`src/hdl/mbcfg_pkg.sv`:
```
// Constants, types and behaviour notes for the Modbus config register map
// Notes on behaviour
// - Protocol coil clear means ASCII, set means RTU; applied at next restart.
// - Line speed is 32 bits, only listed rates accepted, applied at restart.
// - Parity register: 0 none, 1 odd, 2 even.
// - Eight data bits; one stop bit with parity, two stop bits without.
// - Node address register holds 1 to 247; only that address is answered.
// - Seconds, minutes, hours in three registers; 0-59, 0-59, 0-23.
// - Auto-update set keeps time registers live; clear freezes them for writes.
// - Load-time coil loads the running clock from the time registers.
// - Day 1-31 and month 1-12 registers, followed by a year register.
// - Master clears auto-update and writes date; load-date coil loads calendar.
// - Writing the restart coil set restarts and applies pending link settings.
// - Mode register: 0 user program, 1 speed service, 2 step/dir driver.
// - Mode register changes only while stopped, never while running.
// - Run switch discrete input: clear when stopped, set when running.
// - No program-memory operation is started while running.
// - Memory busy discrete input: clear when ready, set while busy.
// - Line-transfer coil starts one line read or write per operation coils.
// - Operation-type coil clear means read, set means write.
// - Program-select coil clear means main program, set means service program.
// - Line number register, range depends on the selected program.
package mbcfg_pkg;
  localparam logic [1:0]  MBCFG_SP_COIL   = 2'h0;
  localparam logic [1:0]  MBCFG_SP_DISC   = 2'h1;
  localparam logic [1:0]  MBCFG_SP_HOLD   = 2'h2;
  localparam logic [15:0] MBCFG_A_PROTO   = 16'h8100;
  localparam logic [15:0] MBCFG_A_BAUD    = 16'h8100;
  localparam logic [15:0] MBCFG_A_RESTART = 16'h8101;
  localparam logic [15:0] MBCFG_A_PARITY  = 16'h8102;
  localparam logic [15:0] MBCFG_A_NODE    = 16'h8103;
  localparam logic [15:0] MBCFG_A_SEC     = 16'h8110;
  localparam logic [15:0] MBCFG_A_AUTO    = 16'h8110;
  localparam logic [15:0] MBCFG_A_MIN     = 16'h8111;
  localparam logic [15:0] MBCFG_A_LDTIME  = 16'h8111;
  localparam logic [15:0] MBCFG_A_HOUR    = 16'h8112;
  localparam logic [15:0] MBCFG_A_LDDATE  = 16'h8112;
  localparam logic [15:0] MBCFG_A_DAY     = 16'h8113;
  localparam logic [15:0] MBCFG_A_MON     = 16'h8114;
  localparam logic [15:0] MBCFG_A_YEAR    = 16'h8115;
  localparam logic [15:0] MBCFG_A_BUSY    = 16'hf000;
  localparam logic [15:0] MBCFG_A_XFER    = 16'hf000;
  localparam logic [15:0] MBCFG_A_MODE    = 16'hf001;
  localparam logic [15:0] MBCFG_A_RUN     = 16'hf001;
  localparam logic [15:0] MBCFG_A_OPTYPE  = 16'hf005;
  localparam logic [15:0] MBCFG_A_PSEL    = 16'hf006;
  localparam logic [15:0] MBCFG_A_LINE    = 16'hf100;
  localparam logic [7:0]  MBCFG_EX_NONE   = 8'h00;
  localparam logic [7:0]  MBCFG_EX_FUNC   = 8'h01;
  localparam logic [7:0]  MBCFG_EX_ADDR   = 8'h02;
  localparam logic [7:0]  MBCFG_EX_VALUE  = 8'h03;
  localparam logic [7:0]  MBCFG_EX_FAIL   = 8'h04;
  localparam logic [7:0]  MBCFG_EX_BUSY   = 8'h06;
  localparam logic [15:0] MBCFG_SEC_MAX   = 16'h003b;
  localparam logic [15:0] MBCFG_HOUR_MAX  = 16'h0017;
  localparam logic [15:0] MBCFG_DAY_MAX   = 16'h001f;
  localparam logic [15:0] MBCFG_MON_MAX   = 16'h000c;
  localparam logic [15:0] MBCFG_YEAR_MIN  = 16'h07d0;
  localparam logic [15:0] MBCFG_YEAR_MAX  = 16'h0897;
  localparam logic [15:0] MBCFG_NODE_MIN  = 16'h0001;
  localparam logic [15:0] MBCFG_NODE_MAX  = 16'h00f7;
  localparam logic [15:0] MBCFG_ENUM_MAX  = 16'h0002;
  localparam logic [15:0] MBCFG_LINE_MAIN = 16'he969;
  localparam logic [15:0] MBCFG_LINE_SVC  = 16'h0787;
  localparam logic [11:0] MBCFG_MON30_MSK = 12'h528;
  localparam logic [3:0]  MBCFG_MON_FEB   = 4'h2;
  localparam logic [4:0]  MBCFG_DAYS_FEB  = 5'h1c;
  localparam logic [4:0]  MBCFG_DAYS_30   = 5'h1e;
  localparam logic [4:0]  MBCFG_DAYS_31   = 5'h1f;
  localparam logic [31:0] MBCFG_RST_BAUD  = 32'h0001_c200;
  localparam logic [7:0]  MBCFG_RST_NODE  = 8'h01;
  localparam logic [11:0] MBCFG_RST_YEAR  = 12'h7d0;
  localparam int          MBCFG_CLK_NS    = 4;
  localparam int          MBCFG_SEC_NS    = 1000000000;
  localparam int          MBCFG_CYC_SEC   = MBCFG_SEC_NS / MBCFG_CLK_NS;
  localparam int          MBCFG_NBAUD     = 14;
  localparam logic [31:0] MBCFG_BAUD_LIST [MBCFG_NBAUD] = '{
    32'h6e, 32'h12c, 32'h258, 32'h4b0, 32'h960, 32'h12c0, 32'h2580,
    32'h3840, 32'h4b00, 32'h9600, 32'he100, 32'h1c200, 32'h1f400,
    32'h3e800};
  typedef enum logic [1:0] {
    MBCFG_PAR_NONE = 2'h0, MBCFG_PAR_ODD = 2'h1, MBCFG_PAR_EVEN = 2'h2
  } mbcfg_parity_t;
  typedef enum logic [1:0] {
    user_program_mode = 2'h0, speed_service_mode = 2'h1,
    step_dir_driver_mode = 2'h2
  } mbcfg_mode_t;
  typedef enum logic [1:0] {
    MBCFG_MS_IDLE = 2'h0, MBCFG_MS_ISSUE = 2'h1, MBCFG_MS_WAIT = 2'h3
  } mbcfg_mstate_t;
  typedef struct packed {
    logic        valid; logic write; logic [1:0] space;
    logic [15:0] addr;  logic [31:0] data;
  } mbcfg_req_t;
  typedef struct packed {
    logic valid; logic [7:0] exc; logic [31:0] data;
  } mbcfg_ans_t;
  typedef struct packed {
    logic rtu; logic [31:0] baud; mbcfg_parity_t parity;
    logic two_stop; logic [7:0] node;
  } mbcfg_link_t;
  typedef struct packed {
    logic [5:0] sec; logic [5:0] min; logic [4:0] hour;
    logic [4:0] day; logic [3:0] mon; logic [11:0] year;
  } mbcfg_time_t;
  typedef struct packed {
    logic write; logic service; logic [15:0] line;
  } mbcfg_mreq_t;
endpackage

```
`src/hdl/mbcfg_regs.sv`:
```
// Modbus object map: link settings, clock, mode and memory line control
`timescale 1ns/1ns
module mbcfg_regs
  import mbcfg_pkg::*;
#(
  parameter int CYC_SEC = MBCFG_CYC_SEC
)(
  input  wire logic        clk_sys_i,
  input  wire logic        rst_i,
  input  wire mbcfg_req_t  req_i,
  output mbcfg_ans_t       ans_o,
  input  wire logic        run_switch_i,
  input  wire logic        mem_done_i,
  output mbcfg_link_t      link_cfg_o,
  output logic             restart_o,
  output mbcfg_mode_t      mode_o,
  output logic             mem_go_o,
  output mbcfg_mreq_t      mem_op_o,
  output logic             mem_busy_o
);
  logic                   run_meta_r;
  logic                   run_r;
  logic                   rtu_pend_r;
  logic [31:0]            baud_pend_r;
  mbcfg_parity_t          par_pend_r;
  logic [7:0]             node_pend_r;
  logic                   auto_r;
  logic                   ld_time_r;
  logic                   ld_date_r;
  logic                   xfer_go_r;
  logic                   optype_r;
  logic                   psel_r;
  logic [15:0]            line_r;
  mbcfg_mode_t            mode_r;
  mbcfg_time_t            tm_r;
  mbcfg_time_t            now;
  logic                   ctl_busy;
  logic                   busy_any;
  logic [MBCFG_NBAUD-1:0] baud_hit;
  logic [15:0]            wdat;
  logic [15:0]            line_max;
  logic [17:0]            wsel;
  logic                   wr_ok;
  logic                   set_bit;
  logic [7:0]             exc_nxt;
  logic [31:0]            rd_nxt;

  // Switch is a panel pin, so it is synchronised before use
  always_ff @(posedge clk_sys_i)
  begin
    if (rst_i)
    begin
      run_meta_r <= 1'b0;
      run_r      <= 1'b0;
    end
    else
    begin
      run_meta_r <= run_switch_i;
      run_r      <= run_meta_r;
    end
  end

  genvar gi;
  generate
    for (gi = 0; gi < MBCFG_NBAUD; gi++)
    begin : g_baud
      assign baud_hit[gi] = req_i.data == MBCFG_BAUD_LIST[gi];
    end
  endgenerate

  assign wdat     = req_i.data[15:0];
  assign set_bit  = req_i.data[0];
  assign wsel     = {req_i.space, req_i.addr};
  assign line_max = psel_r ? MBCFG_LINE_SVC : MBCFG_LINE_MAIN;
  // A start in flight counts as busy before the sequencer leaves idle
  assign busy_any = ctl_busy || xfer_go_r;
  assign wr_ok    = req_i.valid && req_i.write && exc_nxt == MBCFG_EX_NONE;

  always_comb
  begin
    exc_nxt = MBCFG_EX_NONE;
    rd_nxt  = '0;
    case (wsel)
      {MBCFG_SP_COIL, MBCFG_A_PROTO}:
        rd_nxt[0] = rtu_pend_r;
      {MBCFG_SP_COIL, MBCFG_A_RESTART},
      {MBCFG_SP_COIL, MBCFG_A_LDTIME},
      {MBCFG_SP_COIL, MBCFG_A_LDDATE}:
        rd_nxt = '0;
      {MBCFG_SP_COIL, MBCFG_A_AUTO}:
        rd_nxt[0] = auto_r;
      {MBCFG_SP_COIL, MBCFG_A_OPTYPE}:
        rd_nxt[0] = optype_r;
      {MBCFG_SP_COIL, MBCFG_A_PSEL}:
        rd_nxt[0] = psel_r;
      {MBCFG_SP_COIL, MBCFG_A_XFER}:
      begin
        if (req_i.write && set_bit)
        begin
          if (run_r)
            exc_nxt = MBCFG_EX_FAIL;
          else if (busy_any)
            exc_nxt = MBCFG_EX_BUSY;
          else if (line_r > line_max)
            exc_nxt = MBCFG_EX_VALUE;
        end
      end
      {MBCFG_SP_DISC, MBCFG_A_BUSY}:
      begin
        rd_nxt[0] = busy_any;
        if (req_i.write)
          exc_nxt = MBCFG_EX_FUNC;
      end
      {MBCFG_SP_DISC, MBCFG_A_RUN}:
      begin
        rd_nxt[0] = run_r;
        if (req_i.write)
          exc_nxt = MBCFG_EX_FUNC;
      end
      {MBCFG_SP_HOLD, MBCFG_A_BAUD}:
      begin
        rd_nxt = baud_pend_r;
        if (req_i.write && baud_hit == '0)
          exc_nxt = MBCFG_EX_VALUE;
      end
      {MBCFG_SP_HOLD, MBCFG_A_PARITY}:
      begin
        rd_nxt[1:0] = par_pend_r;
        if (req_i.write && wdat > MBCFG_ENUM_MAX)
          exc_nxt = MBCFG_EX_VALUE;
      end
      {MBCFG_SP_HOLD, MBCFG_A_NODE}:
      begin
        rd_nxt[7:0] = node_pend_r;
        if (req_i.write &&
            (wdat < MBCFG_NODE_MIN || wdat > MBCFG_NODE_MAX))
          exc_nxt = MBCFG_EX_VALUE;
      end
      {MBCFG_SP_HOLD, MBCFG_A_SEC}:
      begin
        rd_nxt[5:0] = tm_r.sec;
        if (req_i.write && (auto_r || wdat > MBCFG_SEC_MAX))
          exc_nxt = auto_r ? MBCFG_EX_FAIL : MBCFG_EX_VALUE;
      end
      {MBCFG_SP_HOLD, MBCFG_A_MIN}:
      begin
        rd_nxt[5:0] = tm_r.min;
        if (req_i.write && (auto_r || wdat > MBCFG_SEC_MAX))
          exc_nxt = auto_r ? MBCFG_EX_FAIL : MBCFG_EX_VALUE;
      end
      {MBCFG_SP_HOLD, MBCFG_A_HOUR}:
      begin
        rd_nxt[4:0] = tm_r.hour;
        if (req_i.write && (auto_r || wdat > MBCFG_HOUR_MAX))
          exc_nxt = auto_r ? MBCFG_EX_FAIL : MBCFG_EX_VALUE;
      end
      {MBCFG_SP_HOLD, MBCFG_A_DAY}:
      begin
        rd_nxt[4:0] = tm_r.day;
        if (req_i.write &&
            (auto_r || wdat == 16'h0 || wdat > MBCFG_DAY_MAX))
          exc_nxt = auto_r ? MBCFG_EX_FAIL : MBCFG_EX_VALUE;
      end
      {MBCFG_SP_HOLD, MBCFG_A_MON}:
      begin
        rd_nxt[3:0] = tm_r.mon;
        if (req_i.write &&
            (auto_r || wdat == 16'h0 || wdat > MBCFG_MON_MAX))
          exc_nxt = auto_r ? MBCFG_EX_FAIL : MBCFG_EX_VALUE;
      end
      {MBCFG_SP_HOLD, MBCFG_A_YEAR}:
      begin
        rd_nxt[11:0] = tm_r.year;
        if (req_i.write &&
            (auto_r || wdat < MBCFG_YEAR_MIN || wdat > MBCFG_YEAR_MAX))
          exc_nxt = auto_r ? MBCFG_EX_FAIL : MBCFG_EX_VALUE;
      end
      {MBCFG_SP_HOLD, MBCFG_A_MODE}:
      begin
        rd_nxt[1:0] = mode_r;
        if (req_i.write && run_r)
          exc_nxt = MBCFG_EX_FAIL;
        else if (req_i.write && wdat > MBCFG_ENUM_MAX)
          exc_nxt = MBCFG_EX_VALUE;
      end
      {MBCFG_SP_HOLD, MBCFG_A_LINE}:
      begin
        rd_nxt[15:0] = line_r;
        if (req_i.write && wdat > line_max)
          exc_nxt = MBCFG_EX_VALUE;
      end
      default:
        exc_nxt = MBCFG_EX_ADDR;
    endcase
  end

  // Pending link settings; the live copy only moves on restart
  always_ff @(posedge clk_sys_i)
  begin
    if (rst_i)
    begin
      rtu_pend_r  <= 1'b1;
      baud_pend_r <= MBCFG_RST_BAUD;
      par_pend_r  <= MBCFG_PAR_EVEN;
      node_pend_r <= MBCFG_RST_NODE;
    end
    else if (wr_ok)
    begin
      if (wsel == {MBCFG_SP_COIL, MBCFG_A_PROTO})
        rtu_pend_r <= set_bit;
      if (wsel == {MBCFG_SP_HOLD, MBCFG_A_BAUD})
        baud_pend_r <= req_i.data;
      if (wsel == {MBCFG_SP_HOLD, MBCFG_A_PARITY})
        par_pend_r <= mbcfg_parity_t'(wdat[1:0]);
      if (wsel == {MBCFG_SP_HOLD, MBCFG_A_NODE})
        node_pend_r <= wdat[7:0];
    end
  end

  always_ff @(posedge clk_sys_i)
  begin
    if (rst_i)
      restart_o <= 1'b0;
    else
      restart_o <= wr_ok && set_bit &&
                   wsel == {MBCFG_SP_COIL, MBCFG_A_RESTART};
  end

  // Parity loads with the other settings on restart; two stop bits are set when parity is none
  always_ff @(posedge clk_sys_i)
  begin
    if (rst_i)
      link_cfg_o <= '{1'b1, MBCFG_RST_BAUD, MBCFG_PAR_EVEN, 1'b0,
                      MBCFG_RST_NODE};
    else if (restart_o)
    begin
      link_cfg_o.rtu      <= rtu_pend_r;
      link_cfg_o.baud     <= baud_pend_r;
      link_cfg_o.parity   <= par_pend_r;
      link_cfg_o.two_stop <= par_pend_r == MBCFG_PAR_NONE;
      link_cfg_o.node     <= node_pend_r;
    end
  end

  always_ff @(posedge clk_sys_i)
  begin
    if (rst_i)
      auto_r <= 1'b1;
    else if (wr_ok && wsel == {MBCFG_SP_COIL, MBCFG_A_AUTO})
      auto_r <= set_bit;
  end

  // Shadow follows the clock while auto-update is on, then freezes
  always_ff @(posedge clk_sys_i)
  begin
    if (rst_i)
      tm_r <= '{6'h0, 6'h0, 5'h0, 5'h1, 4'h1, MBCFG_RST_YEAR};
    else if (auto_r)
      tm_r <= now;
    else if (wr_ok)
    begin
      if (wsel == {MBCFG_SP_HOLD, MBCFG_A_SEC})
        tm_r.sec <= wdat[5:0];
      if (wsel == {MBCFG_SP_HOLD, MBCFG_A_MIN})
        tm_r.min <= wdat[5:0];
      if (wsel == {MBCFG_SP_HOLD, MBCFG_A_HOUR})
        tm_r.hour <= wdat[4:0];
      if (wsel == {MBCFG_SP_HOLD, MBCFG_A_DAY})
        tm_r.day <= wdat[4:0];
      if (wsel == {MBCFG_SP_HOLD, MBCFG_A_MON})
        tm_r.mon <= wdat[3:0];
      if (wsel == {MBCFG_SP_HOLD, MBCFG_A_YEAR})
        tm_r.year <= wdat[11:0];
    end
  end

  always_ff @(posedge clk_sys_i)
  begin
    if (rst_i)
    begin
      ld_time_r <= 1'b0;
      ld_date_r <= 1'b0;
    end
    else
    begin
      ld_time_r <= wr_ok && set_bit &&
                   wsel == {MBCFG_SP_COIL, MBCFG_A_LDTIME};
      ld_date_r <= wr_ok && set_bit &&
                   wsel == {MBCFG_SP_COIL, MBCFG_A_LDDATE};
    end
  end

  always_ff @(posedge clk_sys_i)
  begin
    if (rst_i)
      mode_r <= user_program_mode;
    else if (wr_ok && wsel == {MBCFG_SP_HOLD, MBCFG_A_MODE})
      mode_r <= mbcfg_mode_t'(wdat[1:0]);
  end

  always_ff @(posedge clk_sys_i)
  begin
    if (rst_i)
    begin
      optype_r  <= 1'b0;
      psel_r    <= 1'b0;
      line_r    <= '0;
      xfer_go_r <= 1'b0;
    end
    else
    begin
      if (wr_ok && wsel == {MBCFG_SP_COIL, MBCFG_A_OPTYPE})
        optype_r <= set_bit;
      if (wr_ok && wsel == {MBCFG_SP_COIL, MBCFG_A_PSEL})
        psel_r <= set_bit;
      if (wr_ok && wsel == {MBCFG_SP_HOLD, MBCFG_A_LINE})
        line_r <= wdat;
      xfer_go_r <= wr_ok && set_bit &&
                   wsel == {MBCFG_SP_COIL, MBCFG_A_XFER};
    end
  end

  mbcfg_rtc #(
    .CYC_SEC   (CYC_SEC)
  ) u_rtc (
    .clk_sys_i (clk_sys_i),
    .rst_i     (rst_i),
    .ld_time_i (ld_time_r),
    .ld_date_i (ld_date_r),
    .set_i     (tm_r),
    .now_o     (now)
  );

  mbcfg_mem_ctl u_mem (
    .clk_sys_i (clk_sys_i),
    .rst_i     (rst_i),
    .start_i   (xfer_go_r),
    .op_i      ('{optype_r, psel_r, line_r}),
    .done_i    (mem_done_i),
    .go_o      (mem_go_o),
    .op_o      (mem_op_o),
    .busy_o    (ctl_busy)
  );

  assign mode_o     = mode_r;
  assign mem_busy_o = busy_any;

  always_ff @(posedge clk_sys_i)
  begin
    if (rst_i)
      ans_o <= '0;
    else
    begin
      ans_o.valid <= req_i.valid;
      ans_o.exc   <= req_i.valid ? exc_nxt : MBCFG_EX_NONE;
      ans_o.data  <= (req_i.valid && !req_i.write) ? rd_nxt : '0;
    end
  end
endmodule

```
`src/hdl/mbcfg_rtc.sv`:
```
// Running time-of-day and calendar counter
`timescale 1ns/1ns
module mbcfg_rtc
  import mbcfg_pkg::*;
#(
  parameter int CYC_SEC = MBCFG_CYC_SEC
)(
  input  wire logic        clk_sys_i,
  input  wire logic        rst_i,
  input  wire logic        ld_time_i,
  input  wire logic        ld_date_i,
  input  wire mbcfg_time_t set_i,
  output mbcfg_time_t      now_o
);
  logic [31:0] pre_r;
  logic        tick;
  logic [4:0]  dmax;
  assign tick = pre_r == 32'(CYC_SEC - 1);
  // Century years are treated as leap, so 2100, inside the allowed year span, gets a 29th of February
  always_comb
  begin
    dmax = MBCFG_MON30_MSK[now_o.mon - 4'h1] ? MBCFG_DAYS_30 : MBCFG_DAYS_31;
    if (now_o.mon == MBCFG_MON_FEB)
      dmax = MBCFG_DAYS_FEB + {4'h0, now_o.year[1:0] == 2'h0};
  end
  always_ff @(posedge clk_sys_i)
    if (rst_i || tick || ld_time_i)
      pre_r <= '0;
    else
      pre_r <= pre_r + 32'h1;
  always_ff @(posedge clk_sys_i)
  begin
    if (rst_i)
      now_o <= '{6'h0, 6'h0, 5'h0, 5'h1, 4'h1, MBCFG_RST_YEAR};
    else
    begin
      if (tick)
      begin
        now_o.sec <= now_o.sec + 6'h1;
        if (now_o.sec == MBCFG_SEC_MAX[5:0])
        begin
          now_o.sec <= '0;
          now_o.min <= now_o.min + 6'h1;
          if (now_o.min == MBCFG_SEC_MAX[5:0])
          begin
            now_o.min  <= '0;
            now_o.hour <= now_o.hour + 5'h1;
            if (now_o.hour == MBCFG_HOUR_MAX[4:0])
            begin
              now_o.hour <= '0;
              now_o.day  <= now_o.day + 5'h1;
              if (now_o.day >= dmax)
              begin
                now_o.day <= 5'h1;
                now_o.mon <= now_o.mon + 4'h1;
                if (now_o.mon == MBCFG_MON_MAX[3:0])
                begin
                  now_o.mon  <= 4'h1;
                  now_o.year <= now_o.year + 12'h1;
                end
              end
            end
          end
        end
      end
      if (ld_time_i)
      begin
        now_o.sec  <= set_i.sec;
        now_o.min  <= set_i.min;
        now_o.hour <= set_i.hour;
      end
      if (ld_date_i)
      begin
        now_o.day  <= set_i.day;
        now_o.mon  <= set_i.mon;
        now_o.year <= set_i.year;
      end
    end
  end
endmodule

```
`src/hdl/mbcfg_mem_ctl.sv`:
```
// Single-line program memory transfer sequencer
`timescale 1ns/1ns
module mbcfg_mem_ctl
  import mbcfg_pkg::*;
(
  input  wire logic        clk_sys_i,
  input  wire logic        rst_i,
  input  wire logic        start_i,
  input  wire mbcfg_mreq_t op_i,
  input  wire logic        done_i,
  output logic             go_o,
  output mbcfg_mreq_t      op_o,
  output logic             busy_o
);
  mbcfg_mstate_t st_r;
  always_ff @(posedge clk_sys_i)
    if (rst_i)
      st_r <= MBCFG_MS_IDLE;
    else
      case (st_r)
        MBCFG_MS_IDLE:  if (start_i) st_r <= MBCFG_MS_ISSUE;
        MBCFG_MS_ISSUE: st_r <= MBCFG_MS_WAIT;
        MBCFG_MS_WAIT:  if (done_i) st_r <= MBCFG_MS_IDLE;
        default:        st_r <= MBCFG_MS_IDLE;
      endcase
  // Operation is frozen at start so later coil writes cannot alter it
  always_ff @(posedge clk_sys_i)
    if (rst_i)
      op_o <= '0;
    else if (start_i && st_r == MBCFG_MS_IDLE)
      op_o <= op_i;
  assign go_o   = st_r == MBCFG_MS_ISSUE;
  assign busy_o = st_r != MBCFG_MS_IDLE;
endmodule

```
`config.mk`:
```
export PLATFORM = sky130hd
export DESIGN_NAME = mbcfg_regs
export DESIGN_NICKNAME = d
export VERILOG_FILES = /design/src/hdl/mbcfg_pkg.sv /design/src/hdl/mbcfg_regs.sv /design/src/hdl/mbcfg_rtc.sv /design/src/hdl/mbcfg_mem_ctl.sv
export SDC_FILE = /design/constraint.sdc
export NUM_CORES = 1
export LEC_CHECK = 0
export BUFFER_PORTS_ARGS = -buffer_cell sky130_fd_sc_hd__buf_2
export CORE_MARGIN = 5
export CORE_UTILIZATION = 35
export DETAILED_ROUTE_END_ITERATION = 6
export GPL_ROUTABILITY_DRIVEN = 0
export PLACE_DENSITY = 0.6
export SETUP_SLACK_MARGIN = 0.5
export SLEW_MARGIN = 0
export SYNTH_ARGS = -nofsm -noshare
export SYNTH_HDL_FRONTEND = slang
export SYNTH_SLANG_ARGS = --single-unit
```
`constraint.sdc`:
```
create_clock -name clk_sys_i -period 4.1 [get_ports clk_sys_i]
set_clock_uncertainty 0.15 [all_clocks]
set_input_delay 0.205 -clock clk_sys_i [delete_from_list [all_inputs] [get_ports clk_sys_i]]
set_output_delay 0.205 -clock clk_sys_i [all_outputs]
set_load 0.02 [all_outputs]
```
==> results.yml, run 1 <==
outcome:
  status: "finished, violations left"
  violations: "DRC"
hold_path:
  hold_start: "req_i[7]"
  hold_path.class: "input pin to flop"
synth:
  syn_area_per_cell_um2: 8.79
  synthFlopType: "dfxtp_1"
  synthArstFlopShare_pct: 0
  synth.yosys.warnings: 0
  seq_area_frac_synth_pct: 40.8
  synth_cell_types: 90
  synth_seq_cells: 278
  syn-cell-area_um2: 13600
  synthCells: 1552
  synth_edf_count: 0
drt:
  vias_per_cell: 5.61
  wl_per_cell_um: 18.9
  ant_nets: 0
  num_vias: 12600
  drt_iter0_markers: 1361
  drc: 1
  finalWirelength_um: 42200
  drt-pass1-iter-count: 7
setup_path:
  rr_endpoint: "tm_r[9]$_SDFFE_PP1P_"
  worst_ep_required_time_ns: 4.35
  critPathCaptureType: "flop"
  critPathKind: "flop to flop"
  worstSetupEndpoint: "tm_r[9]$_SDFFE_PP1P_"
  reg2reg_depth: 8
  crit_arrival_ns: 3.66
  reg2reg_slack_ns: 0.69
  cp_max_fo: 16
  start_kind: "flop"
  r2r_start: "u_mem.st_r[0]$_SDFFE_PP0P_"
  setup.worst_path.start: "u_mem.st_r[0]$_SDFFE_PP0P_"
clock_tree:
  clock_latency_ns: 0.53
  cts_setup_buffers: 0
  cts.sinks: 278
  path_clk_slew_ns: 0.07
  cts_tree: "yes"
  root_buffer: "clkbuf_16"
  cts_buffer_depth: 3
  numCtsBuffers: 34
  h-tree-depth: 2
grt:
  grt_overflow: 0
  grtUsageTotal_pct: 18.9
  grt_max_degree: 149
  first_global_vias: 11800
  grt_first_pass_wirelength_um: 67100
  antenna_found_initial: 1
pwr:
  p_leak_nw: 6.47
  power_density_nw_per_um2: 379
  p_total_mw: 6.16
  ir_drop_v: 0.000201
die:
  die_y_um: 207
  core_um2: 38600
  dieArea_um2: 43000
  floorplan.initialDensity_pct: 35.4
  die_w_um: 207
  ios: 164
  core.rowCount: 72
sta:
  rsz0062_at_grt: "false"
  fmax_mhz: 293
  period_share_pct: 83.1
  worst_slew_pin_slew_ns: 1.02
  period_minus_slack_ns: 3.41
  finalMaxSlewViolations: 0
  setup_tns_ns: 0
  fin_ws_ns: 0.692
  relSlewSlack_pct: 31.9
  setup_viol: 0
  hold_viol_final: 0
final_layout:
  fillers: 3822
  nets: 1785
  multi_input_area_um2: 7530
  syn_to_final_growth_pct: 19.2
  stdcell_count: 2236
  seq_area_um2: 5570
  utilization_pct: 42.2
  drive_gt1_share_pct: 15.6
place:
  dp_hpwl_um: 29900
  dp_cells: 2151
  post-place-ws_ns: 0.726
  port_buffers: 158
run:
  drv_cap: 0
-- worst max-delay path, cell delays in order (launching register included) --
cell and delay, ns:
dfxtp_1 0.33, nor3_1 0.46, inv_1 0.19, o21ai_0 0.26, nor3_1 0.13, a211oi_4 0.64, nand4_2 0.40, or4_1 0.56
o311a_1 0.15
-- cell usage in the layout (no fill, tap or decap), drive strengths merged, types with 7 or more instances in the layout --
master | synthesis | routed
ha | 36 | 36
nor3b | 24 | 24
buf | 33 | 181
dfxtp | 278 | 278
a222oi | 8 | 8
mux2i | 114 | 114
dlygate4sd3 | 0 | 24
a211oi | 30 | 30
nor2 | 190 | 190
o211ai | 10 | 10
a21oi | 50 | 50
nand4b | 8 | 8
o31ai | 8 | 8
nor4b | 9 | 9
a22oi | 31 | 31
nor4 | 20 | 20
a2111oi | 8 | 8
nand2b | 8 | 8
o211a | 23 | 23
nand4 | 34 | 34
and3 | 25 | 25
nor3 | 47 | 47
o21ai | 39 | 39
or4 | 8 | 8
inv | 20 | 21
a221oi | 10 | 10
nand3 | 41 | 41
and2 | 23 | 23
nand2 | 184 | 184
o2111ai | 7 | 7
a31oi | 13 | 13
xor2 | 20 | 20
nor2b | 16 | 16
xnor2 | 17 | 17
clkbuf | 71 | 48
-- per-stage QoR --
step / hold WS [ns] / instance area [um2]
finish: 0.0166 / 16300
floorplan: 0.166 / 13600
detailed placement: 0.263 / 14800
global placement: 0.262 / 14800
global route: 0.0296 / 16300
CTS: 0.00287 / 16300
-- worst min path at each step --
stage,to,cells after the start
global route,line_r[7]$_SDFFE_PP0P_,3
finish,line_r[7]$_SDFFE_PP0P_,3
global placement,u_mem.st_r[1]$_SDFFE_PP0P_,2
detailed placement,u_mem.st_r[1]$_SDFFE_PP0P_,2
floorplan,u_mem.st_r[1]$_SDFFE_PP0P_,1
CTS,line_r[4]$_SDFFE_PP0P_,3
-- per-layer routing --
| metal | share of wire, % | global-route usage, % | vias to the layer above |
|---|---|---|---|
| li1 | - | - | 5934 |
| met1 | 45 | 26.0 | 6010 |
| met2 | 44 | 29.8 | 504 |
| met3 | 6.9 | 3.34 | 105 |
| met4 | 3.8 | 7.09 | 0 |
| met5 | 0 | 0 | - |
-- synthesized netlist by cell type, drive strengths merged, types with 23 or more instances --
cell    number  area (um2)
a21oi       50         250
nor2       190         713
clkbuf      71         269
a211oi      30         238
nand4       34         219
ha          36         450
o211a       23         230
and2        23         144
nand3       41         205
nand2      184         691
nor3        47         240
o21ai       39         195
a22oi       31         233
and3        25         156
buf         33         220
mux2i      114        1140
dfxtp      278        5570
nor3b       24         180
-- timing repair --
| action | CTS | global route |
|---|---|---|
| hold buffers | 24 | 0 |
| endpoints found under the hold margin | 37 | 0 |
| gates resized for setup | 0 | 1 |
| setup endpoints to repair | 0 | 1 |
-- area by class of cell --
class,instances,share of cell area [%]
multi-input combinational,1153,46.3
sequential,278,34.2
tap,518,3.99
timing repair buffer,205,7.50
clock buffer,48,6.26
antenna,1,0.0154
clock inverter,12,1.18
inverter,21,0.485
-- registers in the layout, indices dropped and copies added (netlist names) --
name / count
ans_o: 36
auto_r: 1
baud_pend_r: 32
ld_date_r: 1
ld_time_r: 1
line_r: 16
link_cfg_o: 44
mode_o: 2
node_pend_r: 8
optype_r: 1
par_pend_r: 2
psel_r: 1
restart_o: 1
rtu_pend_r: 1
run_meta_r: 1
run_r: 1
tm_r: 38
u_mem.op_o: 18
u_mem.st_r: 2
u_rtc.now_o: 38
u_rtc.pre_r: 32
xfer_go_r: 1
-- kinds of logic (layout without fill, tap and decap cells) --
logic type	Yosys count	count (layout)	synth area share, %
simple gates	669	669	24.7
compound gates	288	288	15.9
flops	278	278	40.8
buf+inv	125	286	4.17
mux	118	118	8.70
xor+xnor	37	37	2.38
fa+ha+maj	36	36	3.30
other cells	1	6	0.0275
-- power by group --
| group | switching, mW | leakage (nW) | total, mW | internal, mW |
|---|---|---|---|---|
| Sequential | 0.00347 | 2.24 | 2.71 | 2.71 |
| Clock | 1.17 | 0.594 | 3.22 | 2.04 |
| Combinational | 0.158 | 3.63 | 0.231 | 0.0727 |
| Total | 1.33 | 6.47 | 6.16 | 4.82 |
Note: power is estimated with default switching activity, not from simulation.
==> run 2: changes to the inputs <==
ABC_AREA = 1   (was unset)
clock period = 3.3 ns   (was 4.1 ns; I/O delays follow)
==> run 2 against run 1 <==
Against the previous run: the flow still finishes with violations (DRC); sequential cell count is the same; clock power grew 6%; final cell count increased by 20%; global-route usage rose by 1.1 points; area after synthesis grew 0.22%; register-to-register slack lost 0.28 ns; worst hold slack better by 0.0050 ns; die area up 0.21%; power grew 15%; core utilization is 1.9 points higher; largest power group unchanged.
==> results.yml, run 2 <==
outcome:
  status: "finished, violations left"
  violations: "DRC"
drt:
  vias_per_cell: 5.22
  finalWirelength_um: 45800
  ant_nets: 0
  drt_iter0_markers: 1164
  drt-pass1-iter-count: 7
  num_vias: 14000
  wl_per_cell_um: 17.1
  drc: 22
final_layout:
  biggestRegsByFlops: "link_cfg_o: 44 flops, tm_r: 38 flops, u_rtc.now_o: 38 flops"
  final_cell_mix: "nand2_1 (384), dfxtp_1 (273), inv_1 (217)"
  largest_reg_flops: 44
  nets: 2235
  syn_to_final_growth_pct: 24.7
  layout_commonest_cell: "nand2_1"
  regMostFlops: "link_cfg_o"
  fillers: 3891
  drive_gt1_share_pct: 18.4
  num_antenna_cells: 0
grt:
  antenna_found_initial: 0
  grtUsageTotal_pct: 20.0
  grt_overflow: 0
  first_global_vias: 13100
  grt_first_pass_wirelength_um: 72200
  grt_max_degree: 82
die:
  dieArea_um2: 43100
  floorplan.initialDensity_pct: 35.4
  ios: 164
  die_y_um: 208
  die_w_um: 208
  core.rowCount: 72
  core_um2: 38600
synth:
  synthFlopType: "dfxtp_1"
  yosys.area.top_type: "dfxtp_1"
  synth.yosys.warnings: 0
  syn_area_per_cell_um2: 7.05
  synth_cell_types: 49
  synthTopCellsByArea: "dfxtp_1 (41%), nand2_1 (11%), a21oi_1 (6.9%)"
  seq_area_frac_synth_pct: 40.7
  yosys.area.top_type_share_pct: 40.7
  synth_edf_count: 0
  synth_most_common_cell: "nand2_1"
  synth_seq_cells: 278
  synthCells: 1939
  synth_commonest_cells: "nand2_1 (396), dfxtp_1 (278), inv_1 (224)"
  syn-cell-area_um2: 13700
  synthArstFlopShare_pct: 0
clock_tree:
  cts_tree: "yes"
  root_buffer: "clkbuf_16"
  cts_buffer_depth: 3
  path_clk_slew_ns: 0.07
  h-tree-depth: 1
  cts.sinks: 278
  numCtsBuffers: 29
  clock_latency_ns: 0.57
setup_path:
  setup.worst_path.start: "psel_r$_SDFFE_PP0P_"
  r2r_start: "psel_r$_SDFFE_PP0P_"
  cp_max_fo: 7
  critPathCaptureType: "flop"
  critPathKind: "flop to flop"
  crit_arrival_ns: 3.23
  start_kind: "flop"
  worst_ep_required_time_ns: 3.64
hold_path:
  hold_start: "req_i[43]"
  hold_path.class: "input pin to flop"
sta:
  worst_slew_pin_slew_ns: 1.05
  fmax_mhz: 346
  finalMaxSlewViolations: 0
  period_share_pct: 87.5
  relSlewSlack_pct: 28.0
  setup_viol: 0
  period_minus_slack_ns: 2.89
  rsz0062_at_grt: "true"
  setup_tns_ns: 0
  hold_viol_final: 0
  whs_ns: 0.0216
run:
  drv_cap: 0
place:
  port_buffers: 158
  dp_hpwl_um: 32800
pwr:
  power_density_nw_per_um2: 415
  ir_drop_v: 0.000424
  p_leak_nw: 7.51
==> run 2: changes by cell type after synthesis, sizes merged, moves of 20 or more <==
cell / previous run / this run
inv: 20 / 239
a211oi: 30 / 10
and3: 25 / 2
nor2: 190 / 212
o211a: 23 / 0
a22oi: 31 / 3
a21oi: 50 / 188
o21ai: 39 / 133
nand3: 41 / 142
mux2i: 114 / 0
and2: 23 / 0
nand2: 184 / 412
==> run 2: area by class of cell <==
class / instances / area, um2 / share of cell area (%)
clock inverters: 9 / 138 / 0.808
repair inverters: 1 / 5.00 / 0.0294
multi-input cells: 1344 / 7260 / 42.6
inverters: 242 / 936 / 5.49
repair buffers: 247 / 1630 / 9.56
clock buffers: 42 / 845 / 4.96
well taps: 518 / 648 / 3.80
flip-flops and latches: 278 / 5580 / 32.7
==> run 2: logic make-up after synthesis <==
| kind of cell | synth area share, % |
|---|---|
| AND/OR/NAND/NOR | 28.0 |
| AO/OA/AOI/OAI | 16.8 |
| buffers and inverters | 9.17 |
| flip-flops | 40.7 |
| adder cells (fa/ha/maj) | 3.30 |
| XOR/XNOR | 1.92 |
| other | 0.0274 |
==> run 2: path summary, 6_finish.rpt <==
check                           to  slack [ns]  cells past startpoint
max reg2reg  tm_r[32]$_SDFFE_PP0P_        0.41                     17
max          tm_r[32]$_SDFFE_PP0P_        0.41                     17
min           restart_o$_SDFF_PP0_        0.02                      6
min reg2reg       run_r$_SDFF_PP0_        0.25                      2
==> run 2: per-layer routing <==
layer | vias up | wire (um) | track usage, %
met2 | 510 | 20800 | 32.4
met4 | 0 | 1220 | 5.40
met1 | 6566 | 20500 | 27.8
met5 | - | 0 | 0
met3 | 101 | 3240 | 3.37
li1 | 6805 | - | -
==> run 2: metrics by stage <==
stage / setup slack [ns] / area [um2] / util [%] / total power [mW] / instances
after floorplan: 0.566 / 13700 / - / 3.58 / 1943
after global placement: 0.210 / 15100 / 39.0 / 3.69 / 2578
after detailed placement: 0.131 / 15100 / 39.0 / 3.69 / 2578
after CTS: 0.399 / 16800 / 43.4 / 7.11 / 2679
after global routing: 0.254 / 17000 / 44.1 / 7.29 / 2681
final: 0.411 / 17000 / 44.1 / 7.06 / 2681
==> run 2: where the power goes <==
part	total (mW)	internal, mW	switching [mW]
clock	3.41	2.01	1.40
sequential	3.36	3.36	0.00304
combinational	0.295	0.0960	0.199
==> run 2: critical path, stage by stage (launching register included) <==
cell,delay [ns]
dfxtp_4,0.38
clkinvlp_4,0.16
ha_1,0.32
a21oi_1,0.14
o21a_1,0.13
nand2_1,0.05
a21oi_1,0.14
nor2_1,0.06
nor2_1,0.10
nand3_1,0.12
nor2_4,0.18
nand3_4,0.12
nor2_8,0.19
buf_12,0.18
nand2_4,0.09
nand2_4,0.11
nand2_1,0.07
a21oi_2,0.11
==> run 2: what timing repair did <==
action	in CTS	in global routing
resized for setup	72	60
gates cloned	4	0
hold buffers	34	0
pin swaps	16	18
setup endpoints to repair	121	125
setup buffers	12	2
endpoints found under the hold margin	59	0
